### src/common/gpio_map_consts.svh
`ifndef GPIO_MAP_CONSTS_SVH
`define GPIO_MAP_CONSTS_SVH
// register byte addresses on the wishbone slave
`define ADDR_PIN_CONFIG   8'h00
`define ADDR_SW_TRIGGER   8'h04
`define ADDR_IRQ_STATUS   8'h08
`define ADDR_IRQ_MASK     8'h0C
`define ADDR_PIN_STATE    8'h10
// pin configuration field positions
`define CFG_INPUT_EN_BIT  0
`define CFG_IN_CODE_LSB   1
`define CFG_CH_SEL_LSB    5
`define CFG_OUT_CODE_LSB  9
`define CFG_OUTPUT_EN_BIT 13
`define CFG_RESET_VALUE   14'h0000
// cycles the boot waits for the pin chain to hold the real level
`define BOOT_SETTLE       2'h3
// input function codes
`define IN_FAULT_DUMP     4'h2
`define IN_CURRENT_OUTPUT_PWR       4'h3
`define IN_VOLTAGE_OUTPUT_PWR       4'h4
`define IN_PROTECT        4'h5
`define IN_CLEAR          4'h7
`define IN_LOAD           4'h8
`define IN_FUNC_GEN       4'h9
`define IN_MARGIN         4'hA
`define IN_RESET          4'hB
`define IN_NVM_LOCK       4'hC
`define IN_REG_LOCK       4'hD
// output status codes
`define OUT_NONVOLATILE_BUSY_FLAG      4'h1
`define OUT_CH1_BUSY      4'h4
`define OUT_CH0_BUSY      4'h7
`define OUT_WIN_CMP1      4'h8
`define OUT_WIN_CMP0      4'hB
`endif

### src/common/gpio_map_pkg.sv
package gpio_map_pkg;
    // per-channel trigger pulses towards the converter core
    typedef struct packed {
        logic [1:0] current_output_down;
        logic [1:0] current_output_up;
        logic [1:0] voltage_output_down;
        logic [1:0] voltage_output_up;
        logic [1:0] load;
        logic [1:0] gen_stop;
        logic [1:0] gen_start;
        logic [1:0] margin_low;
        logic [1:0] margin_high;
    } chan_trig_s;
    // global trigger pulses
    typedef struct packed {
        logic fault_dump;
        logic protect;
        logic clear;
        logic dev_reset;
    } glob_trig_s;
    // status inputs the pin can present
    typedef struct packed {
        logic nonvolatile_busy_flag;
        logic ch1_busy;
        logic ch0_busy;
        logic window_compare_ch1;
        logic window_compare_ch0;
    } status_s;
    typedef enum logic [1:0] {
        BOOT_WAIT = 2'b00,
        BOOT_FIRE = 2'b01,
        RUN       = 2'b10
    } boot_e;
endpackage : gpio_map_pkg

### src/logic/gpio_function_mapper.sv
// How it works
// (RQ1) input-enable bit makes the pin an input
// (RQ2) output-enable bit makes the pin drive output
// (RQ3) channel functions act only on selected channels
// (RQ4) level sampled once at boot, then edges
// (RQ5) default mapping is none: no trigger, no status
// (RQ6) mapped input function masks matching software trigger
// (RQ7) code 1011 low pulse resets, rising ignored
// (RQ8) register constraints also gate pin triggers; the write lock here gates only the software clear, a pin clear alone passes
// (RQ9) codes 0010/0101/0111 fire on falling only
// (RQ10) code 0100 voltage outputs down/up by edge
// (RQ11) codes 0011/1001/1010 current, generator, margin edges
// (RQ12) code 1000 falling loads sync-configured selected channels
// (RQ13) code 1100 nvm permit/block, 1101 falling permits writes
// (RQ14) after 1101 rising, writes locked except unlock/reset
// (RQ15) board ties unused pin; reset config kept nonvolatile
// (RQ16) output presents status chosen by output code
// (RQ17) pin synchronised, edges from synchronised samples
`timescale 1ns/1ps
`default_nettype none
`include "gpio_map_consts.svh"
module gpio_function_mapper (
    input  wire logic                      core_clk_i,
    input  wire logic                      rst_i,
    // wishbone classic slave
    input  wire logic                      wb_cyc_i,
    input  wire logic                      wb_stb_i,
    input  wire logic                      wb_we_i,
    input  wire logic [7:0]                wb_adr_i,
    input  wire logic [3:0]                wb_sel_i,
    input  wire logic [31:0]               wb_dat_i,
    output logic      [31:0]               wb_dat_o,
    output logic                           wb_ack_o,
    // the general-purpose pin
    input  wire logic                      pin_i,
    output logic                           pin_o,
    output logic                           pin_oe_n_o,
    // converter side
    input  wire logic [1:0]                sync_config_i,
    input  wire logic                      reg_write_i,
    input  wire logic                      reg_write_exempt_i,
    input  wire gpio_map_pkg::status_s     status_i,
    output gpio_map_pkg::chan_trig_s       chan_trig_o,
    output gpio_map_pkg::glob_trig_s       glob_trig_o,
    output logic                           nvm_prog_allowed_o,
    output logic                           reg_write_allowed_o,
    output logic                           reg_write_reject_o,
    output logic                           irq_o
);
    import gpio_map_pkg::*;

    // configuration and software trigger registers
    logic [13:0] cfg;            // pin configuration
    logic [13:0] next_cfg;
    logic [3:0]  sw_trig;        // software global triggers, one-cycle pulses
    logic [3:0]  next_sw_trig;
    logic [2:0]  irq_status;     // sticky: boot, fall, rise seen
    logic [2:0]  next_irq_status;
    logic [2:0]  irq_mask;
    logic [2:0]  next_irq_mask;
    logic [31:0] next_dat;
    logic        next_ack;

    // pin sampling chain
    logic [2:0]  pin_sync;       // three stages from the pin
    logic        pin_level;      // debounced level: stage two and three agree
    logic        next_pin_level;
    boot_e       boot;
    boot_e       next_boot;
    logic [1:0]  settle;         // cycles spent filling the pin chain
    logic [1:0]  next_settle;

    // outputs computed combinationally, then registered
    chan_trig_s  next_chan;
    glob_trig_s  next_glob;
    logic        next_pin_o;
    logic        next_oe_n;
    logic        nvm_ok;
    logic        next_nvm_ok;
    logic        reg_ok;
    logic        next_reg_ok;
    logic        next_reject;
    logic        next_irq;

    // decoded configuration fields
    logic        in_en;
    logic        out_en;
    logic [3:0]  in_code;
    logic [3:0]  out_code;
    logic [1:0]  ch_sel;
    logic        fall;
    logic        rise;
    logic        sample_now;
    logic        bus_wr;
    logic        bus_rd;

    assign in_en    = cfg[`CFG_INPUT_EN_BIT];
    assign out_en   = cfg[`CFG_OUTPUT_EN_BIT];
    assign in_code  = cfg[`CFG_IN_CODE_LSB +: 4];
    assign ch_sel   = cfg[`CFG_CH_SEL_LSB +: 2];
    assign out_code = cfg[`CFG_OUT_CODE_LSB +: 4];
    // single-cycle answer: ack is dropped the cycle after it was given
    assign bus_wr   = wb_cyc_i && wb_stb_i && !wb_ack_o && wb_we_i;
    assign bus_rd   = wb_cyc_i && wb_stb_i && !wb_ack_o && !wb_we_i;

    // edges come only from the agreed, synchronised level
    always_comb begin
        next_pin_level = pin_level;
        if (pin_sync[1] == pin_sync[2]) begin // RQ17
            next_pin_level = pin_sync[2];
        end
        fall = pin_level && !next_pin_level;  // RQ17
        rise = !pin_level && next_pin_level;  // RQ17
    end

    // boot: wait until the chain holds the real pin level, then act once on it;
    // acting earlier would read the reset value and fake an edge afterwards
    always_comb begin
        next_boot   = boot;
        next_settle = settle;
        sample_now  = 1'b0;
        case (boot)
            BOOT_WAIT: begin
                if (settle == `BOOT_SETTLE) begin
                    next_boot = BOOT_FIRE;
                end else begin
                    next_settle = 2'(settle + 2'h1);
                end
            end
            BOOT_FIRE: begin
                sample_now = 1'b1;            // RQ4
                next_boot  = RUN;
            end
            RUN:       next_boot = RUN;
            default:   next_boot = BOOT_WAIT;
        endcase
    end

    // function dispatch from pin edges, boot level and software
    always_comb begin
        logic act_fall;
        logic act_rise;
        logic [1:0] sel;
        logic       pin_in;
        act_fall  = 1'b0;
        act_rise  = 1'b0;
        sel       = ch_sel;                   // RQ3
        pin_in    = in_en && !out_en;         // RQ1
        next_chan = '0;
        next_glob = '0;
        next_nvm_ok = nvm_ok;
        next_reg_ok = reg_ok;
        if (pin_in) begin
            // at boot the level stands in for the edge that would give it
            act_fall = (boot == RUN) ? fall : (sample_now && !pin_level); // RQ4
            act_rise = (boot == RUN) ? rise : (sample_now && pin_level);  // RQ4
        end
        case (pin_in ? in_code : 4'h0)        // RQ5
            `IN_FAULT_DUMP: next_glob.fault_dump = act_fall; // RQ9
            `IN_PROTECT:    next_glob.protect    = act_fall; // RQ9
            `IN_CLEAR:      next_glob.clear      = act_fall; // RQ9
            `IN_RESET:      next_glob.dev_reset  = act_fall; // RQ7
            `IN_CURRENT_OUTPUT_PWR: begin                              // RQ11
                next_chan.current_output_down = act_fall ? sel : 2'b00;
                next_chan.current_output_up   = act_rise ? sel : 2'b00;
            end
            `IN_VOLTAGE_OUTPUT_PWR: begin                              // RQ10
                next_chan.voltage_output_down = act_fall ? sel : 2'b00;
                next_chan.voltage_output_up   = act_rise ? sel : 2'b00;
            end
            `IN_LOAD: next_chan.load = act_fall ? (sel & sync_config_i) : 2'b00; // RQ8 RQ12
            `IN_FUNC_GEN: begin                              // RQ11
                next_chan.gen_stop  = act_fall ? sel : 2'b00;
                next_chan.gen_start = act_rise ? sel : 2'b00;
            end
            `IN_MARGIN: begin                                // RQ11
                next_chan.margin_low  = act_fall ? sel : 2'b00;
                next_chan.margin_high = act_rise ? sel : 2'b00;
            end
            `IN_NVM_LOCK: begin                              // RQ13
                if (act_fall) next_nvm_ok = 1'b1;
                if (act_rise) next_nvm_ok = 1'b0;
            end
            `IN_REG_LOCK: begin
                if (act_fall) next_reg_ok = 1'b1;            // RQ13
                if (act_rise) next_reg_ok = 1'b0;            // RQ14
            end
            default: ;
        endcase
        // software triggers pass only when the pin does not own the function
        if (!(pin_in && in_code == `IN_FAULT_DUMP)) next_glob.fault_dump |= sw_trig[0]; // RQ6
        if (!(pin_in && in_code == `IN_PROTECT))    next_glob.protect    |= sw_trig[1]; // RQ6
        if (!(pin_in && in_code == `IN_CLEAR))      next_glob.clear      |= sw_trig[2]; // RQ6
        if (!(pin_in && in_code == `IN_RESET))      next_glob.dev_reset  |= sw_trig[3]; // RQ6
        // while writes are locked a software clear pulse suppresses the clear trigger; a pin clear alone passes
        if (!reg_ok) next_glob.clear = next_glob.clear & !sw_trig[2];  // RQ8
        next_reject = reg_write_i && !reg_ok && !reg_write_exempt_i;   // RQ14
    end

    // output status mux; unknown codes drive low
    always_comb begin
        logic st;
        st = 1'b0;
        case (out_code)                                              // RQ16
            `OUT_NONVOLATILE_BUSY_FLAG: st = status_i.nonvolatile_busy_flag;
            `OUT_CH1_BUSY: st = status_i.ch1_busy;
            `OUT_CH0_BUSY: st = status_i.ch0_busy;
            `OUT_WIN_CMP1: st = status_i.window_compare_ch1;
            `OUT_WIN_CMP0: st = status_i.window_compare_ch0;
            default:       st = 1'b0;                                // RQ5
        endcase
        next_pin_o = out_en && st;                                   // RQ2
        next_oe_n  = !out_en;                                        // RQ2
    end

    // register file, interrupts and bus answer
    always_comb begin
        logic [2:0] ev;
        // pin edges count only once boot is over and the input-enable bit is set, even while the output-enable bit is set too
        ev = {rise && in_en && boot == RUN, fall && in_en && boot == RUN, sample_now};
        next_cfg     = cfg;
        next_sw_trig = 4'h0;
        next_irq_mask = irq_mask;
        next_irq_status = irq_status;
        next_dat = 32'h0000_0000;
        next_ack = wb_cyc_i && wb_stb_i && !wb_ack_o;
        if (bus_wr && wb_sel_i[0]) begin
            case (wb_adr_i)
                `ADDR_SW_TRIGGER: next_sw_trig = wb_dat_i[3:0];
                `ADDR_IRQ_STATUS: next_irq_status = irq_status & ~wb_dat_i[2:0];
                `ADDR_IRQ_MASK:   next_irq_mask = wb_dat_i[2:0];
                `ADDR_PIN_CONFIG: next_cfg[7:0] = wb_dat_i[7:0];
                default: ;
            endcase
        end
        if (bus_wr && wb_sel_i[1] && wb_adr_i == `ADDR_PIN_CONFIG) begin
            next_cfg[13:8] = wb_dat_i[13:8];
        end
        next_irq_status = next_irq_status | ev;   // set wins over clear
        if (bus_rd) begin
            case (wb_adr_i)
                `ADDR_PIN_CONFIG: next_dat = {18'h00000, cfg};
                `ADDR_IRQ_STATUS: next_dat = {29'h0, irq_status};
                `ADDR_IRQ_MASK:   next_dat = {29'h0, irq_mask};
                `ADDR_PIN_STATE:  next_dat = {29'h0, reg_ok, nvm_ok, pin_level};
                default:          next_dat = 32'h0000_0000;
            endcase
        end
        next_irq = |(next_irq_status & next_irq_mask);
    end

    // all state registered here
    always_ff @(posedge core_clk_i or posedge rst_i) begin
        if (rst_i) begin
            cfg        <= `CFG_RESET_VALUE;
            sw_trig    <= 4'h0;
            irq_status <= 3'h0;
            irq_mask   <= 3'h0;
            pin_sync   <= 3'h0;
            pin_level  <= 1'b0;
            boot       <= BOOT_WAIT;
            settle     <= 2'h0;
            chan_trig_o <= '0;
            glob_trig_o <= '0;
            nvm_ok     <= 1'b0;
            reg_ok     <= 1'b1;
            pin_o      <= 1'b0;
            pin_oe_n_o <= 1'b1;
            wb_dat_o   <= 32'h0000_0000;
            wb_ack_o   <= 1'b0;
            irq_o      <= 1'b0;
            nvm_prog_allowed_o  <= 1'b0;
            reg_write_allowed_o <= 1'b1;
            reg_write_reject_o  <= 1'b0;
        end else begin
            cfg        <= next_cfg;
            sw_trig    <= next_sw_trig;
            irq_status <= next_irq_status;
            irq_mask   <= next_irq_mask;
            pin_sync   <= {pin_sync[1:0], pin_i};
            pin_level  <= next_pin_level;
            boot       <= next_boot;
            settle     <= next_settle;
            chan_trig_o <= next_chan;
            glob_trig_o <= next_glob;
            nvm_ok     <= next_nvm_ok;
            reg_ok     <= next_reg_ok;
            pin_o      <= next_pin_o;
            pin_oe_n_o <= next_oe_n;
            wb_dat_o   <= next_dat;
            wb_ack_o   <= next_ack;
            irq_o      <= next_irq;
            nvm_prog_allowed_o  <= next_nvm_ok;
            reg_write_allowed_o <= next_reg_ok;
            reg_write_reject_o  <= next_reject;
        end
    end

    // checks
    a_fault_on_fall: assert property (@(posedge core_clk_i) disable iff (rst_i) // RQ9
        (boot == RUN && in_en && !out_en && in_code == `IN_FAULT_DUMP && fall)
        |=> glob_trig_o.fault_dump) else $error("fault dump missed");
    a_no_fault_rise: assert property (@(posedge core_clk_i) disable iff (rst_i) // RQ9
        (boot == RUN && in_code == `IN_FAULT_DUMP && rise && sw_trig == 4'h0)
        |=> !glob_trig_o.fault_dump) else $error("fault dump on rise");
    a_reset_low: assert property (@(posedge core_clk_i) disable iff (rst_i) // RQ7
        (boot == RUN && in_en && !out_en && in_code == `IN_RESET && rise)
        |=> !glob_trig_o.dev_reset) else $error("reset on rising edge");
    a_voltage_output_sel: assert property (@(posedge core_clk_i) disable iff (rst_i) // RQ10
        (boot == RUN && in_en && !out_en && in_code == `IN_VOLTAGE_OUTPUT_PWR && fall)
        |=> chan_trig_o.voltage_output_down == $past(ch_sel)) else $error("voltage_output channels wrong");
    a_margin_hi: assert property (@(posedge core_clk_i) disable iff (rst_i) // RQ11
        (boot == RUN && in_en && !out_en && in_code == `IN_MARGIN && rise)
        |=> chan_trig_o.margin_high == $past(ch_sel)) else $error("margin high wrong");
    a_load_sync: assert property (@(posedge core_clk_i) disable iff (rst_i) // RQ12
        1'b1 |=> (chan_trig_o.load & ~$past(sync_config_i)) == 2'b00)
        else $error("load on unsynced channel");
    a_reg_lock: assert property (@(posedge core_clk_i) disable iff (rst_i) // RQ14
        (boot == RUN && in_en && !out_en && in_code == `IN_REG_LOCK && rise)
        |=> ##1 !reg_write_allowed_o) else $error("writes not locked");
    a_sw_masked: assert property (@(posedge core_clk_i) disable iff (rst_i) // RQ6
        (in_en && !out_en && in_code == `IN_PROTECT && !fall && boot == RUN)
        |=> !glob_trig_o.protect) else $error("software protect passed");
    a_oe_follow: assert property (@(posedge core_clk_i) disable iff (rst_i) // RQ2
        $rose(out_en) |=> !pin_oe_n_o) else $error("pin not driven");
    a_boot_once: assert property (@(posedge core_clk_i) disable iff (rst_i) // RQ4
        (boot == BOOT_FIRE) |=> (boot == RUN) [*2]) else $error("boot repeated");
endmodule : gpio_function_mapper
`default_nettype wire

### config.mk
export PLATFORM = sky130hd
export DESIGN_NAME = gpio_function_mapper
export DESIGN_NICKNAME = d
export VERILOG_FILES = /design/src/common/gpio_map_pkg.sv /design/src/logic/gpio_function_mapper.sv
export VERILOG_INCLUDE_DIRS = /design/src /design/src/common
export SDC_FILE = /design/constraint.sdc
export NUM_CORES = 1
export LEC_CHECK = 0
export BUFFER_PORTS_ARGS = -buffer_cell sky130_fd_sc_hd__buf_2
export CAP_MARGIN = 20
export CORE_UTILIZATION = 30
export CTS_BUF_LIST = sky130_fd_sc_hd__clkbuf_4 sky130_fd_sc_hd__clkbuf_8 sky130_fd_sc_hd__clkbuf_16
export DETAILED_ROUTE_END_ITERATION = 10
export SYNTH_ARGS = -nofsm -noshare
export SYNTH_HDL_FRONTEND = slang
export SYNTH_SLANG_ARGS = --single-unit
### constraint.sdc
create_clock -name core_clk_i -period 5.7 [get_ports core_clk_i]
set_input_delay 0.57 -clock core_clk_i [delete_from_list [all_inputs] [get_ports core_clk_i]]
set_output_delay 0.57 -clock core_clk_i [all_outputs]
set_load 0.005 [all_outputs]
# [Yosys cells after proc, flatten, opt, wreduce, memory -nomap -nowiden]
# Cells that the tools add are included.
[totals] ram_bits=0 romBits=0 regBits=93 inputBits=59 latch_bits=0 memories=0
[op_classes] mux=37 n_lt_le_gt_ge=0 n_eq_ne=29 shift=0 n_div=0 mul=0 bitwise_logic=11 n_reduce_logical=40 n_addsub=1
[op_table] cell="case mux 14 bit (4 select lines)" n=1
[op_table] cell="equality test 4 bit, second input constant" n=9
[op_table] cell="equality test 4 x 3 -> 1 bit, second input constant" n=7
[op_table] cell="two-way mux 4 bit" n=7
[op_table] cell="logical AND 1 bit" n=23
[op_table] cell="two-way mux 1 bit" n=17
[op_table] cell="equality test 8 x 4 -> 1 bit, second input constant" n=2
[op_table] cell="two-way mux 14 bit" n=1
[op_table] cell="equality test 4 x 2 -> 1 bit, second input constant" n=3
[op_table] cell="two-way mux 3 bit" n=4
[op_table] cell="two-way mux 2 bit" n=5
[op_table] cell="equality test 8 x 3 -> 1 bit, second input constant" n=1
[op_table] cell="equality test 8 x 5 -> 1 bit, second input constant" n=1
[op_table] cell="logical NOT 1 bit" n=8
[op_table] cell="logical NOT 8 bit" n=1
[op_table] cell="AND reduction 2 bit" n=4
[op_table] cell="bitwise AND 3 bit" n=2
[op_table] cell="case mux 1 bit (5 select lines)" n=1
[op_table] cell="equality test 2 bit, second input constant" n=2
[op_table] cell="equality test 4 x 1 -> 1 bit, second input constant" n=1
[op_table] cell="bitwise OR 1 bit" n=4
[op_table] cell="case mux 2 bit (2 select lines)" n=1
[op_table] cell="NOT 3 bit" n=1
[op_table] cell="bitwise OR 3 bit" n=1
[op_table] cell="other kinds (11)" n=11

# [Longest topological paths before layout]
# Gate-level depths: netlist of the first run.
[logic_depth] ltp_word=11 depth_mapped=7 mapped_depth_nobuf=7

# [Worst setup path before layout of the first run]
# Ideal clock, no wire load.
[synth_timing] kind="input port to flip-flop" from="input port wb_adr_i[4]" to="register irq_o" n_path_buf=1 setup_slack_ns=3.685 setup_ns=0.126 stages=6 arrival_time_ns=1.889 path_cell_list="buf_6 nand2b_4 or3b_4 o41ai_1 a21boi_1 a221o_1"
[synth_between] elab_chain_len=6 word_cells_on_any_way=9 cone_classes="2 x eq/ne; 4 x mux; 2 x bitwise; 1 x reduce/logical"
[synth_lines] element="from (decl)" line_no="gpio_function_mapper.sv:29" rtl="input wire logic [7:0] wb_adr_i,"
[synth_lines] element="equality test 8 x 4 -> 1 bit" line_no="gpio_function_mapper.sv:228" rtl="case (wb_adr_i)"
[synth_lines] element="two-way mux 3 bit" line_no="gpio_function_mapper.sv:228"
[synth_lines] element="two-way mux 3 bit" line_no="gpio_function_mapper.sv:227" rtl="if (bus_wr && wb_sel_i[0]) begin"
[synth_lines] element="bitwise OR 3 bit" line_no="gpio_function_mapper.sv:239" rtl="next_irq_status = next_irq_status | ev;"
[synth_lines] element="bitwise AND 3 bit (*)" line_no="gpio_function_mapper.sv:249" rtl="next_irq = |(next_irq_status & next_irq_mask);"
[synth_lines] element="OR reduction 3 bit (*)" line_no="gpio_function_mapper.sv:249"
[synth_lines] element="via next_irq" line_no="gpio_function_mapper.sv:83" rtl="logic next_irq;"
[synth_lines] element="to (signal assigned)" line_no="gpio_function_mapper.sv:292" rtl="irq_o <= next_irq;"
[synth_lines] element="to (decl)" line_no="gpio_function_mapper.sv:48" rtl="output logic irq_o"
# The timed path passes the listed nets; every way through them passes the cells marked *.
# A chain may end at the register's enable or synchronous reset.

# [Worst setup path after layout of the first run]
[layout_timing] from="input port wb_adr_i[1]" to="register irq_o"
# The elaborated chain is that of the path after synthesis.

==> flow_metrics.py, run 1 <==
metrics = {
    "yosys": {
        "post-synth-top-count-cell": "dfrtp_1",
        "synth_top_area_share_pct": 57.5,
        "synth.area.top_cells": "dfrtp_1, mux2_2, buf_4, nor2_1, and2_1",
        "synth_edf_count": 0,
        "ys_seq_area_share_pct": 59.2,
        "async_flop_share_pct": 100,
        "synth-seq-cells": 75,
        "synth_warnings": 0,
        "synth_common_cells": "dfrtp_1, nor2_1, nand2_1",
        "avgSynthCellArea_um2": 11.6,
        "yosysTopAreaCell": "dfrtp_1",
        "synth_cell_types": 42,
        "synth_ff_type": "dfrtp_1",
        "synth_area_um2": 3170,
        "syn_inst": 273,
    },
    "timing": {
        "setup_ws_ns": 3.78,
        "final_max_slew_viol_count": 0,
        "maxSlewHeadroom_pct": 39.3,
        "finalClockSkew_ns": 0.00974,
        "post-route-period-util_pct": 33.7,
        "period_minus_slack_ns": 1.92,
        "grt_setup_unrepaired": "false",
        "max_freq_ghz": 0.520,
        "final_hold_viol_count": 0,
        "fin_setup_tns_ns": 0,
        "setup_violations": 0,
        "tightest_slew_ns": 0.911,
    },
    "place": {
        "pre_cts_ws_ns": 3.39,
        "dp_hpwl_mm": 4.78,
        "gp_congestion": 0.827,
        "io_buffers": 81,
    },
    "routing": {
        "drtAntennaViolNets": 0,
        "drt_pass1_iterations": 4,
        "viasPerCell": 4.38,
        "remaining_drc_errors": 0,
        "drtIter0Drc": 88,
        "wirelength_mm": 6.45,
        "vias": 2186,
        "post_drt_wl_per_cell_um": 12.9,
    },
    "floorplanning": {
        "die_y_um": 105,
        "coreArea_um2": 10300,
        "initial_utilization_pct": 30.9,
        "die_x_um": 105,
        "rows": 37,
        "die_area_um2": 11000,
        "io_pins": 120,
    },
    "global_route": {
        "grt_pass1_wl_mm": 10.4,
        "antenna_found_initial": 0,
        "grt_pass1_vias": 2202,
        "track_usage_pct": 12.6,
        "grt_max_degree": 76,
        "overflow": 0,
    },
    "cts": {
        "clk_latency_ns": 0.36,
        "h-tree-depth": 3,
        "numCtsBuffers": 9,
        "holdBufCountCts": 0,
        "cts_root_buffer": "clkbuf_8",
        "clock_sinks": 75,
        "clk_pin_slew_ns": 0.08,
        "postCtsSetupRepairBufs": 0,
        "clk_path_buf_depth": 2,
        "cts_tree": "yes",
        "cts.repair.resized": 0,
    },
    "cells_and_area": {
        "drive_gt1_share_pct": 35.5,
        "fillers": 1070,
        "insertedDiodeCount": 0,
        "area_delta_synth_final_pct": 20.5,
        "multiInputGateArea_um2": 1160,
        "seqCellArea_um2": 1880,
        "final_nets": 422,
    },
    "setup_path": {
        "regToRegSetupSlack_ns": 3.89,
        "cpMaxStageDelayCell": "o41ai_1",
        "required_ns": 5.94,
        "worstReg2RegEnd": "chan_trig_o[11]$_DFF_PP0_",
        "startpoint_type": "input pin",
        "r2r-start": "boot[0]$_DFFE_PP0N_",
        "crit_type": "in2reg",
        "cp_max_fo": 5,
        "critPathMaxStageDelay_ns": 0.48,
        "worstPathCellList": "buf_2 -> nor3_1 -> nand2_1 -> o41ai_1 -> a21boi_1 -> a221o_1",
        "r2r_cells": 6,
        "end_kind": "register",
        "arrival_ns": 2.17,
    },
    "pwr": {
        "ir_drop_v": 0.0000930,
        "p_clk_share_pct": 38.1,
        "finalPower_uw": 948,
        "pwr_density_cell_nw_per_um2": 248,
        "power_leakage_nw": 1.98,
        "swShare_pct": 23.1,
        "switchingPower_uw": 218,
        "p_int_uw": 729,
        "combPwrFrac_pct": 5.0,
        "power_frac_seq_pct": 56.9,
    },
    "worst_hold_path": {
        "holdPathEnd": "pin_sync[0]$_DFF_PP0_",
        "hp-start": "pin_i",
        "whs_path_depth": 1,
        "hp-class": "in2reg",
    },
    "outcome": {
        "status": "finished clean",
    },
    "job": {
        "cap_violations": 0,
    },
}
## routing by layer
metal | vias to the layer above | GRT usage, % | routed length (um)
met5 | - | 0 | 0
met4 | 0 | 6.34 | 142
met3 | 11 | 3.93 | 352
met2 | 63 | 21.2 | 3180
met1 | 1046 | 14.5 | 2770
li1 | 1066 | - | -
## logic make-up (layout without fill, tap and decap cells)
| family | after synthesis | in the layout | synth area share, % |
|---|---|---|---|
| xor+xnor | 1 | 1 | 0.276 |
| fa+ha+maj | 4 | 4 | 1.58 |
| buf+inv | 32 | 105 | 6.19 |
| other cells | 1 | 18 | 0.118 |
| simple gates | 109 | 109 | 18.4 |
| flops | 75 | 75 | 59.2 |
| compound gates | 26 | 26 | 5.68 |
| mux | 25 | 25 | 8.59 |
## registers in the layout, indices dropped and copies added (netlist names), 2 cells and up
register     count
cfg             14
glob_trig_o      4
sw_trig          4
chan_trig_o     18
boot             2
settle           2
wb_dat_o        14
irq_status       3
irq_mask         3
pin_sync         3
## placed cells by master, fill, tap and decap left out, types with 4 or more instances in the layout
cell type and n:
clkbuf_8 10, a21oi_1 10, nor2_1 30, nand3_1 11, mux2i_1 7, conb_1 18
buf_2 81, dfrtp_1 73, nor3b_1 6, nand2_1 20, nor3_1 4, ha_1 4
inv_1 6, and2_1 15, o21ai_0 6, mux2_2 18
## stage by stage
step	cell area (um^2)	hold slack [ns]	cells	util (%)
3_3_place_gp	3660	0.334	484	35.6
4_1_cts	3830	0.299	499	37.2
6_report	3830	0.316	499	37.2
3_5_place_dp	3660	0.336	484	35.6
2_1_floorplan	3240	0.331	290	-
5_1_grt	3830	0.302	499	37.2
## worst max-delay path by stage
stage,start,to,slack [ns],cells after the start
after floorplan,rst_i,boot[0]$_DFFE_PP0N_,3.22,1
after global placement,wb_adr_i[1],irq_o$_DFF_PP0_,3.43,6
final,wb_adr_i[1],irq_o$_DFF_PP0_,3.78,6
after global routing,wb_adr_i[1],irq_o$_DFF_PP0_,3.66,6
after CTS,wb_adr_i[1],irq_o$_DFF_PP0_,3.77,6
after detailed placement,wb_adr_i[1],irq_o$_DFF_PP0_,3.39,6
## power by group through the flow
stage / clock network [mW] / registers, mW / logic (mW)
after CTS: 0.373 / 0.539 / 0.0487
final: 0.361 / 0.540 / 0.0475
after floorplan: 0 / 0.548 / 0.0374
after global placement: 0 / 0.550 / 0.0476
after global routing: 0.398 / 0.540 / 0.0543
after detailed placement: 0 / 0.550 / 0.0485
## layout make-up
cell class | instances | area share (%)
Clock inverter | 3 | 0.392
Timing Repair Buffer | 83 | 11.0
Clock buffer | 12 | 3.99
Tap cell | 136 | 4.45
Inverter | 7 | 0.687
Multi-Input combinational cell | 183 | 30.4
Sequential cell | 75 | 49.1
## critical path, delay by kind of cell
kind                   cells  cell delay [ns]
and+or+nand+nor            2             0.62
buffers and inverters      1             0.09
AOI/OAI and AO/OA          3             0.88
(Power assumes the default switching activity.)
==> run 2, diff against run 1 <==
- clock period: 5.7 -> 2 ns (I/O delays scaled with it)
==> run 2 against run 1 <==
- clock skew is 0.0016 ns lower
- hold slack worse by 0.26 ns
- clock power rose to 3.9 times the previous value
- critical path type is now reg2reg
- highest routed layer unchanged
==> flow_metrics.py, run 2 (synthesis gave the netlist of run 1 again) <==
metrics = {
    "worst_hold_path": {
        "hp-start": "sync_config_i[0]",
        "hp-class": "in2reg",
        "holdPathEnd": "chan_trig_o[8]$_DFF_PP0_",
        "whs_path_depth": 3,
    },
    "place": {
        "gp_congestion": 0.766,
        "io_buffers": 81,
        "placed_cells": 486,
        "dp_hpwl_mm": 4.91,
        "pre_cts_ws_ns": 0.123,
    },
    "timing": {
        "final_max_slew_viol_count": 0,
        "max_freq_ghz": 0.561,
        "setup_violations": 0,
        "post-route-period-util_pct": 89.1,
        "maxSlewHeadroom_pct": 60.3,
        "finalClockSkew_ns": 0.00814,
        "setup_ws_ns": 0.218,
        "period_minus_slack_ns": 1.78,
        "grt_setup_unrepaired": "false",
        "final_hold_viol_count": 0,
        "fin_setup_tns_ns": 0,
        "tightest_slew_ns": 0.594,
    },
    "setup_path": {
        "worstReg2RegEnd": "irq_o$_DFF_PP0_",
        "regToRegSetupSlack_ns": 0.22,
        "worstPathCellList": "and3b_1 -> nand2_1 -> o41ai_1 -> a21boi_1 -> a221o_1",
        "required_ns": 2.23,
        "r2r-start": "wb_ack_o$_DFF_PP0_",
        "cpMaxStageDelayCell": "o41ai_1",
        "path_buf_inv": 0,
        "arrival_ns": 2.01,
        "critical_path.top_delay_family": "compound AO/OA/AOI/OAI gates",
        "cp_max_fo": 5,
        "end_kind": "register",
        "critPathMaxStageDelay_ns": 0.45,
        "r2r_cells": 5,
        "crit_type": "reg2reg",
        "startpoint_type": "register",
    },
    "floorplanning": {
        "io_pins": 120,
        "rows": 37,
        "die_area_um2": 11000,
        "die_y_um": 105,
        "die_x_um": 105,
        "coreArea_um2": 10300,
        "initial_utilization_pct": 30.9,
    },
    "global_route": {
        "overflow": 0,
        "grt_max_degree": 28,
        "track_usage_pct": 12.6,
        "grt_pass1_vias": 2187,
        "grt_pass1_wl_mm": 10.5,
        "antenna_found_initial": 0,
    },
    "routing": {
        "drtAntennaViolNets": 0,
        "wirelength_mm": 6.39,
        "post_drt_wl_per_cell_um": 12.6,
        "viasPerCell": 4.32,
        "vias": 2183,
        "drtIter0Drc": 94,
        "remaining_drc_errors": 0,
        "drt_pass1_iterations": 4,
    },
    "cts": {
        "numCtsBuffers": 9,
        "clk_pin_slew_ns": 0.08,
        "h-tree-depth": 3,
        "clock_sinks": 75,
        "clk_latency_ns": 0.34,
        "cts_root_buffer": "clkbuf_8",
        "cts.repair.resized": 0,
        "cts_tree": "yes",
        "clk_path_buf_depth": 2,
    },
    "pwr": {
        "ir_drop_v": 0.000328,
        "power_leakage_nw": 2.04,
        "combPwrFrac_pct": 4.8,
        "p_int_mw": 2.44,
        "power_frac_seq_pct": 49.7,
        "p_clk_share_pct": 45.5,
        "switchingPower_uw": 659,
        "swShare_pct": 21.3,
        "pwr_density_cell_nw_per_um2": 778,
    },
    "cells_and_area": {
        "final_cell_mix": "buf_2, dfrtp_1, nor2_1",
        "top_regs": "chan_trig_o: 18 flops, cfg: 14 flops, wb_dat_o: 14 flops",
        "drive_gt1_share_pct": 35.8,
        "post-route-util_pct": 38.7,
        "area_delta_synth_final_pct": 25.3,
        "fillers": 1043,
        "instances_no_fill": 505,
        "final_common_cell": "buf_2",
        "seqCellArea_um2": 1880,
        "multiInputGateArea_um2": 1160,
        "largest_reg_flops": 18,
        "insertedDiodeCount": 0,
        "largest-register": "chan_trig_o",
        "final_nets": 427,
    },
    "outcome": {
        "status": "finished clean",
    },
    "job": {
        "cap_violations": 0,
    },
}
-- run 2: cell count changes in the layout (fill, tap and decap cells not counted), moves of 2 or more --
cell	before	now
bufinv_16	0	3
clkinv_2	3	0
dlygate4sd3_1	0	3
buf_12	0	2
clkinv_4	0	2
clkinvlp_4	0	2
-- run 2: worst max-delay path by stage --
stage | from | end | cells past startpoint
floorplan | wb_adr_i[4] | irq_o$_DFF_PP0_ | 6
global placement | wb_adr_i[1] | irq_o$_DFF_PP0_ | 6
detailed placement | wb_adr_i[1] | irq_o$_DFF_PP0_ | 6
CTS | wb_ack_o$_DFF_PP0_ | irq_o$_DFF_PP0_ | 5
global route | wb_ack_o$_DFF_PP0_ | irq_o$_DFF_PP0_ | 5
finish | wb_ack_o$_DFF_PP0_ | irq_o$_DFF_PP0_ | 5
-- run 2: final cells by class --
type / instances / area share, %
clock buffers: 10 / 3.30
clock inverters: 6 / 2.89
inverters: 7 / 0.755
multi-input cells: 183 / 29.2
flip-flops and latches: 75 / 47.2
well taps: 136 / 4.28
repair buffers: 88 / 12.3
-- run 2: layer usage --
layer  global-route usage (%)  up-vias  share of wire (%)
li1                         -     1076                  -
met1                     14.9     1037                 44
met2                     21.3       64                 49
met3                     4.68        6                6.4
met4                     3.32        0               0.94
met5                        0        -                  0
-- run 2: worst register-to-register path: cells and delay by family, from the launching register on --
| kind | cells | cell delay [ns] |
|---|---|---|
| simple gates | 2 | 0.43 |
| compound gates | 3 | 0.84 |
| flops | 1 | 0.40 |
-- run 2: what timing repair did --
| item | CTS | global route |
|---|---|---|
| setup buffers | 0 | 0 |
| hold endpoints to repair | 25 | 0 |
| hold buffers | 3 | 0 |
-- run 2: power by group through the flow --
| stage | clock network [mW] | logic, mW | registers [mW] |
|---|---|---|---|
| 4_1_cts | 1.45 | 0.152 | 1.54 |
| 5_1_grt | 1.50 | 0.169 | 1.54 |
| 6_report | 1.41 | 0.149 | 1.54 |
| 3_3_place_gp | 0 | 0.146 | 1.57 |
| 2_1_floorplan | 0 | 0.107 | 1.56 |
| 3_5_place_dp | 0 | 0.147 | 1.57 |
-- run 2: metrics by stage --
step | cell area, um^2 | hold WS, ns | total power [mW]
finish | 3980 | 0.0541 | 3.10
detailed placement | 3700 | 0.295 | 1.71
CTS | 3980 | 0.0306 | 3.14
floorplan | 3240 | 0.231 | 1.67
global placement | 3700 | 0.297 | 1.71
global route | 3980 | 0.0531 | 3.21
